`config.mk`:
```
export PLATFORM = sky130hd
export DESIGN_NAME = lds_slave
export DESIGN_NICKNAME = d
export VERILOG_FILES = /design/src/design/lds_pkg.sv /design/src/design/lds_slave.sv
export SDC_FILE = /design/constraint.sdc
export NUM_CORES = 1
export LEC_CHECK = 0
export BUFFER_PORTS_ARGS = -buffer_cell sky130_fd_sc_hd__buf_2
export CAP_MARGIN = 20
export CORE_ASPECT_RATIO = 0.75
export CORE_MARGIN = 2
export CORE_UTILIZATION = 51
export CTS_CLUSTER_DIAMETER = 30
export DETAILED_ROUTE_END_ITERATION = 8
export GPL_TIMING_DRIVEN = 0
export PLACE_DENSITY = 0.73
export SKIP_LAST_GASP = 1
export SLEW_MARGIN = 10
export SYNTH_ARGS = -nofsm -noshare
export SYNTH_HDL_FRONTEND = slang
export SYNTH_SLANG_ARGS = --single-unit
```
`constraint.sdc`:
```
create_clock -name clk -period 1.92 [get_ports clk]
set_input_delay 0.48 -clock clk [delete_from_list [all_inputs] [get_ports clk]]
set_output_delay 0.48 -clock clk [all_outputs]
set_load 0.01 [all_outputs]
```
`src/design/lds_pkg.sv`:
```
/*
  lds_pkg: constants and carrier types for the led driver two-wire slave port.
  assumes a 200 MHz system clock; serial pins are synchronised inside the port.
*/
package lds_pkg;

  // ************************************************************
  // bus address
  // ************************************************************
  localparam logic [4:0] LDS_ADDR_FIXED   = 5'h1D;  // binary 11101
  localparam logic [1:0] LDS_SEL_GND      = 2'h0;
  localparam logic [1:0] LDS_SEL_SCL      = 2'h1;
  localparam logic [1:0] LDS_SEL_SDA      = 2'h2;
  localparam logic [1:0] LDS_SEL_VCC      = 2'h3;
  localparam logic       LDS_DIR_WRITE    = 1'b0;
  localparam logic       LDS_DIR_READ     = 1'b1;

  // ************************************************************
  // timing and reset values
  // ************************************************************
  localparam int         LDS_CLK_MHZ      = 200;
  localparam int         LDS_SCL_MAX_KHZ  = 400;
  localparam int         LDS_SCL_MIN_CYC  = (LDS_CLK_MHZ * 1000) / LDS_SCL_MAX_KHZ;
  localparam logic [7:0] LDS_PTR_RST      = 8'h00;
  localparam logic [2:0] LDS_BIT_LAST     = 3'h7;

  // ************************************************************
  // types
  // ************************************************************
  typedef enum {LDS_IDLE, LDS_ADDR, LDS_ADDR_ACK, LDS_PTR, LDS_PTR_ACK,
                LDS_WDATA, LDS_WDATA_ACK, LDS_RDATA, LDS_RDATA_ACK, LDS_IGNORE} lds_state_t;

  // register-space access toward the core
  typedef struct packed {
    logic       wr;
    logic       rd;
    logic [7:0] addr;
    logic [7:0] wdata;
  } lds_req_t;

  // open-drain data pin toward the pad
  typedef struct packed {
    logic o;
    logic oe;
  } lds_pin_t;

endpackage : lds_pkg

```
`src/design/lds_slave.sv`:
```
/*
  lds_slave: two-wire serial slave port in front of the led driver register space.
  assumes scl, sda and the address-select level arrive asynchronously and the core
  answers a read strobe with rdata on the next clock.
*/
// Function
// - answer only address 11101 followed by two select bits
// - eighth address bit: 0 writes, 1 reads
// - select pin decode: gnd 00, vcc 11, scl 01, sda 10
// - sample sda at scl rise; change only while scl low
// - start is sda fall with scl high; begins address compare
// - pull sda low on ack pulse after matching address
// - pointer byte follows write address and is acknowledged
// - data bytes msb first, acknowledged, stored at pointer
// - stop is sda rise with scl high; back to idle
// - pointer advances by one during each write data ack
// - read: write pointer, repeated start, read address, data returned
`timescale 1ns/10ps
module lds_slave
(
  // clock and reset
  input  wire logic          clk,
  input  wire logic          rst,
  // serial pins
  input  wire logic          scl_i,
  input  wire logic          sda_i,
  output lds_pkg::lds_pin_t  sda_pin,
  // address-select pin, already classified into where it connects
  input  wire logic [1:0]    sel_conn_i,
  // register space
  output lds_pkg::lds_req_t  req,
  input  wire logic [7:0]    rdata_i
);
  import lds_pkg::*;

  // ************************************************************
  // input synchronisers
  // ************************************************************
  logic [1:0] scl_s_r, sda_s_r;
  logic [1:0] sel_a_r, sel_b_r;
  logic       scl_d_r, sda_d_r;
  always_ff @(posedge clk or posedge rst) begin
    if (rst) begin
      scl_s_r <= 2'h3;
      sda_s_r <= 2'h3;
      sel_a_r <= 2'h0;
      sel_b_r <= 2'h0;
      scl_d_r <= 1'b1;
      sda_d_r <= 1'b1;
    end else begin
      scl_s_r <= {scl_s_r[0], scl_i};
      sda_s_r <= {sda_s_r[0], sda_i};
      sel_a_r <= sel_conn_i;
      sel_b_r <= sel_a_r;
      scl_d_r <= scl_s_r[1];
      sda_d_r <= sda_s_r[1];
    end
  end

  logic scl, sda, scl_rise, scl_fall, start_ev, stop_ev;
  assign scl      = scl_s_r[1];
  assign sda      = sda_s_r[1];
  assign scl_rise = scl & ~scl_d_r;
  assign scl_fall = ~scl & scl_d_r;
  assign start_ev = scl & scl_d_r & sda_d_r & ~sda;
  assign stop_ev  = scl & scl_d_r & ~sda_d_r & sda;

  // ************************************************************
  // own address
  // ************************************************************
  logic [1:0] low_bits;
  always_comb begin
    case (sel_b_r)
      LDS_SEL_GND: low_bits = 2'h0;
      LDS_SEL_VCC: low_bits = 2'h3;
      LDS_SEL_SCL: low_bits = 2'h1;
      LDS_SEL_SDA: low_bits = 2'h2;
      default:     low_bits = 2'h0;
    endcase
  end
  logic [6:0] device_bus_address_bits;
  assign device_bus_address_bits = {LDS_ADDR_FIXED, low_bits};

  // ************************************************************
  // byte engine
  // ************************************************************
  lds_state_t state_r;
  logic [2:0] bit_r;
  logic [7:0] shift_r;
  logic [7:0] ptr_r;
  logic       rd_dir_r;
  logic       ack_sda_r;
  logic [7:0] rx_byte;
  assign rx_byte = {shift_r[6:0], sda};

  // receive shifter, sampled at scl rise
  always_ff @(posedge clk or posedge rst) begin
    if (rst) begin
      shift_r <= 8'h00;
    end else if (scl_rise) begin
      shift_r <= rx_byte;
    end
  end

  // bit counter: cleared on start, wraps from 7 to 0 at the last bit of each byte
  always_ff @(posedge clk or posedge rst) begin
    if (rst) begin
      bit_r <= 3'h0;
    end else if (start_ev) begin
      bit_r <= 3'h0;
    end else if (scl_rise && (state_r == LDS_ADDR || state_r == LDS_PTR || state_r == LDS_WDATA)) begin
      bit_r <= bit_r + 3'h1;
    end else if (scl_fall && state_r == LDS_RDATA) begin
      bit_r <= bit_r + 3'h1;
    end
  end

  logic last_bit;
  assign last_bit = (bit_r == LDS_BIT_LAST);

  always_ff @(posedge clk or posedge rst) begin
    if (rst) begin
      state_r  <= LDS_IDLE;
      rd_dir_r <= 1'b0;
    end else if (start_ev) begin
      state_r <= LDS_ADDR;  // repeated start lands here too
    end else if (stop_ev) begin
      state_r <= LDS_IDLE;
    end else begin
      case (state_r)
        LDS_IDLE, LDS_IGNORE: state_r <= state_r;
        LDS_ADDR: if (scl_rise && last_bit) begin
          rd_dir_r <= sda;
          state_r  <= (rx_byte[7:1] == device_bus_address_bits) ? LDS_ADDR_ACK : LDS_IGNORE;
        end
        LDS_ADDR_ACK: if (scl_fall && ack_sda_r) begin
          state_r <= (rd_dir_r == LDS_DIR_READ) ? LDS_RDATA : LDS_PTR;
        end
        LDS_PTR: if (scl_rise && last_bit) state_r <= LDS_PTR_ACK;
        LDS_PTR_ACK: if (scl_fall && ack_sda_r) state_r <= LDS_WDATA;
        LDS_WDATA: if (scl_rise && last_bit) state_r <= LDS_WDATA_ACK;
        LDS_WDATA_ACK: if (scl_fall && ack_sda_r) state_r <= LDS_WDATA;
        LDS_RDATA: if (scl_fall && last_bit) state_r <= LDS_RDATA_ACK;
        // ack is judged at the rise; the next byte opens on the fall so its msb gets a full high phase
        LDS_RDATA_ACK: if (scl_rise && sda) begin
          state_r <= LDS_IGNORE;  // nack: wait for stop
        end else if (scl_fall) begin
          state_r <= LDS_RDATA;
        end
        default: state_r <= LDS_IDLE;
      endcase
    end
  end

  // ************************************************************
  // pointer and register-space strobes
  // ************************************************************
  logic enter_wack, enter_rbyte;
  assign enter_wack  = (state_r == LDS_WDATA) && scl_rise && last_bit && !start_ev && !stop_ev;
  // fetch at the ack fall that opens each read byte; core has a clock to answer
  assign enter_rbyte = !start_ev && !stop_ev && scl_fall &&
                       (((state_r == LDS_ADDR_ACK) && ack_sda_r && rd_dir_r) ||
                        (state_r == LDS_RDATA_ACK));

  always_ff @(posedge clk or posedge rst) begin
    if (rst) begin
      ptr_r <= LDS_PTR_RST;
    end else if (state_r == LDS_PTR && scl_rise && last_bit && !start_ev && !stop_ev) begin
      ptr_r <= rx_byte;
    end else if (state_r == LDS_WDATA_ACK && scl_fall && ack_sda_r) begin
      ptr_r <= ptr_r + 8'h01;  // advance as the ack pulse ends
    end else if (state_r == LDS_RDATA && scl_fall && last_bit) begin
      ptr_r <= ptr_r + 8'h01;  // reads step too, so sequential reads work
    end
  end

  always_ff @(posedge clk or posedge rst) begin
    if (rst) begin
      req <= '0;
    end else begin
      req.wr    <= enter_wack;
      req.rd    <= enter_rbyte;
      req.wdata <= rx_byte;
      req.addr  <= ptr_r;
    end
  end

  // ************************************************************
  // data pin drive: changes only on scl low
  // ************************************************************
  logic [7:0] tx_r;
  logic       rd_pend_r;
  always_ff @(posedge clk or posedge rst) begin
    if (rst) begin
      rd_pend_r <= 1'b0;
    end else begin
      rd_pend_r <= req.rd;
    end
  end

  always_ff @(posedge clk or posedge rst) begin
    if (rst) begin
      tx_r <= 8'h00;
    end else if (rd_pend_r) begin
      tx_r <= rdata_i;
    end else if (state_r == LDS_RDATA && scl_fall) begin
      tx_r <= {tx_r[6:0], 1'b0};  // msb first
    end
  end

  // ack level held through the ack high phase
  // the bit counter has already wrapped when an ack state opens, so the
  // first fall in that state raises the pulse and the second one ends it
  always_ff @(posedge clk or posedge rst) begin
    if (rst) begin
      ack_sda_r <= 1'b0;
    end else if (start_ev || stop_ev) begin
      ack_sda_r <= 1'b0;
    end else if (scl_fall && !ack_sda_r &&
                 (state_r == LDS_ADDR_ACK || state_r == LDS_PTR_ACK || state_r == LDS_WDATA_ACK)) begin
      ack_sda_r <= 1'b1;
    end else if (scl_fall) begin
      ack_sda_r <= 1'b0;
    end
  end

  // the first read bit arrives a few clocks after the fall; scl low lasts far longer
  always_ff @(posedge clk or posedge rst) begin
    if (rst) begin
      sda_pin <= '0;
    end else begin
      sda_pin.o  <= 1'b0;
      // the shifter is stale until the fetched byte lands, so hold the line released meanwhile
      sda_pin.oe <= ack_sda_r || (state_r == LDS_RDATA && !tx_r[7] && !req.rd && !rd_pend_r);
    end
  end
endmodule : lds_slave

```
==> reports/qor.csv <==
metric,value,unit
width of the die,88.1,um
Lkg Pwr,1.51,nW
total wire length,5370,um
Synth warnings,0,
dpl hpwl,3730,um
hold bufs inserted after CTS,0,
min Tclk post-route,1.85,ns
asr flop ratio synth,100,%
Worst-Margin Slew,0.501,ns
critical path type,register to register,
first-pass GRT wire length,8650,um
CP required,2.16,ns
DRC violations left,0,
Post-Syn Instances,249,
syn_area_per_cell,10.9,sq um
Worst slew margin,66.5,%
largest net degree at the start of global routing,41,
vias in the first global route,1791,
initial antenna violation count,0,
Via density,5.26,
final hold violations,0,
CTS tree,yes,
Congestion Overflow GR,0,
worst-path fanout max,7,
CTS root buf,clkbuf_8,
post-synth cell types,51,
"Setup violations, final",0,
syn_nets,266,
row cnt,22,
ANT nets after route,0,
Final period util,96.6,%
ant diodes,0,
Max VDD drop,0.705,mV
CTS Buf Count,9,
initial core utilization,54.0,%
Pre-antenna DRT Iters,4,
Max Freq,539,MHz
Max Cap Viol,0,
Post-synth EDFFs,0,
#FFs+latches synth,62,
Clock Sinks,62,
sequential area share after synthesis,57.6,%
die area,5910,sq um
Pwr Density,1010,nW/um^2
First DRT Iteration DRCs,140,
min-delay worst type,primary input to async pin,
skew final,0.00650,ns
outcome,"complete, no violations",
clock latency on the worst-skew pair,0.34,ns
Post-synth top flop,dfrtp_1,
crit start category,register,
GRT Resource Usage Total,20.3,%
post-place setup slack,-0.173,ns
Nets,313,
P&R area growth vs syn,18.8,%
share of post-route cells with drive strength above 1,27.9,%
Worst-path clk slew,0.06,ns
nature of the critical path endpoint,register,
Port-buffer cells,32,
DR WL/cell,14.4,um
Critical Path AT,2.09,ns
IO Pins,34,
CTS max path bufs,2,
core area,5010,sq um
H-tree levels,3,
Pins Over Slew Limit,0,
DR vias,1962,
setup ws final,0.0662,ns
Tot Pwr,0.00325,W
RSZ-0062 raised after global routing,true,
Final GP Congestion,0.950,
synthesized area,2710,sq um
die extent in y,67.1,um
[stage by stage]
step | instances | cell area (sq um) | setup TNS [ns] | util, % | hold slack, ns
3_5_place_dp | 354 | 2980 | -0.330 | 59.5 | 0.340
5_1_grt | 373 | 3210 | -0.0404 | 64.1 | 0.194
6_report | 373 | 3210 | 0 | 64.1 | 0.166
4_1_cts | 370 | 3170 | 0 | 63.2 | 0.169
2_1_floorplan | 249 | 2710 | 0 | - | 0.331
3_3_place_gp | 353 | 2960 | -0.0854 | 59.1 | 0.333
[critical path: stages (launching register included)]
cell      delay, ns
dfrtp_1        0.37
ha_1           0.19
ha_4           0.17
mux2i_2        0.10
or3_4          0.43
nand2_4        0.13
a21oi_1        0.08
a311oi_1       0.26
[per-layer routing]
layer	wire length [um]	vias to the layer above	track usage, %
met1	2650	927	29.0
met4	61	0	6.25
met5	0	-	0
met3	326	8	8.55
met2	2330	51	28.0
li1	-	976	-
[state kept, by name, indices dropped and copies added, names as in the netlist, 3 cells and up]
signal	flops
req	18
ptr_r	8
tx_r	8
shift_r	7
state_r	4
bit_r	3
[cell families after synthesis]
| group | count (synthesis) | share of synthesized area [%] |
|---|---|---|
| flops | 62 | 57.6 |
| buf+inv | 16 | 3.15 |
| xor+xnor | 4 | 1.30 |
| fa+ha+maj | 3 | 1.39 |
| compound gates | 49 | 11.7 |
| mux | 12 | 4.49 |
| other cells | 1 | 0.139 |
| simple gates | 102 | 20.2 |
[cells in the mapped netlist (all sizes together) (2+ instances only)]
| cell type | count | area share, % |
|---|---|---|
| nor3 | 8 | 1.7 |
| o22ai | 3 | 0.69 |
| nand4 | 3 | 1.2 |
| nand3 | 9 | 1.7 |
| nand2 | 36 | 5.3 |
| nor3b | 2 | 0.55 |
| ha | 3 | 1.4 |
| nor2b | 3 | 0.69 |
| clkbuf | 2 | 0.28 |
| nand2b | 4 | 0.92 |
| inv | 6 | 0.83 |
| a21oi | 11 | 2.2 |
| nor2 | 20 | 2.8 |
| dfstp | 6 | 5.8 |
| and2 | 3 | 0.69 |
| nand3b | 2 | 0.55 |
| o31ai | 2 | 0.55 |
| buf | 8 | 2.0 |
| xor2 | 3 | 0.97 |
| mux2i | 11 | 4.1 |
| a31o | 2 | 0.65 |
| o21ai | 19 | 3.5 |
| or3 | 2 | 0.65 |
| a311oi | 5 | 1.6 |
| and3 | 3 | 0.69 |
| dfrtp | 56 | 52 |
[cell type report]
| type | instances | area [sq um] |
|---|---|---|
| multi-input combinational | 171 | 1100 |
| timing repair buffer | 36 | 203 |
| sequential | 62 | 1560 |
| clock buffer | 12 | 145 |
| fill | 419 | 1800 |
| tap | 72 | 90.1 |
| clock inverter | 4 | 22.5 |
| buffer | 10 | 65.1 |
| inverter | 6 | 26.3 |
[worst paths after layout]
kind,startpoint,to,slack [ns],cells after the start
worst min register to register,sel_a_r[0],sel_b_r[0],0.35,0
worst min-delay path,rst,req[7],0.17,2
worst max register to register,bit_r[0],ptr_r[7],0.07,7
worst max-delay path,bit_r[0],ptr_r[7],0.07,7
max in group asynchronous,rst,scl_s_r[0],1.14,3
min in group clk,scl_i,scl_s_r[0],0.23,1
[placed cells by master, fill, tap and decap left out, types with 3 or more instances in the layout]
| cell | n |
|---|---|
| dfstp_2 | 6 |
| buf_2 | 36 |
| clkbuf_1 | 4 |
| nand3_1 | 9 |
| mux2i_1 | 10 |
| and3_1 | 3 |
| a311oi_1 | 4 |
| o21ai_0 | 17 |
| o22ai_1 | 3 |
| and2_1 | 3 |
| clkbuf_8 | 10 |
| inv_1 | 5 |
| xor2_1 | 3 |
| nor2b_1 | 3 |
| nand2b_1 | 4 |
| a21oi_1 | 10 |
| nor3_1 | 7 |
| nor2_1 | 20 |
| dfrtp_1 | 55 |
| clkinv_2 | 3 |
| buf_4 | 5 |
| nand2_1 | 35 |
[power breakdown]
| part | switching, W | leakage (nW) | total, W | internal [W] |
|---|---|---|---|---|
| Sequential | 0.000137 | 0.774 | 0.00161 | 0.00148 |
| Clock | 0.000473 | 0.0861 | 0.000970 | 0.000496 |
| Combinational | 0.000374 | 0.647 | 0.000670 | 0.000296 |
[timing repair]
action,in CTS,in global routing
setup endpoints to repair,6,6
pin swaps,0,1
resized for setup,3,7
buffers inserted,0,3
(Power assumes the default switching activity.)
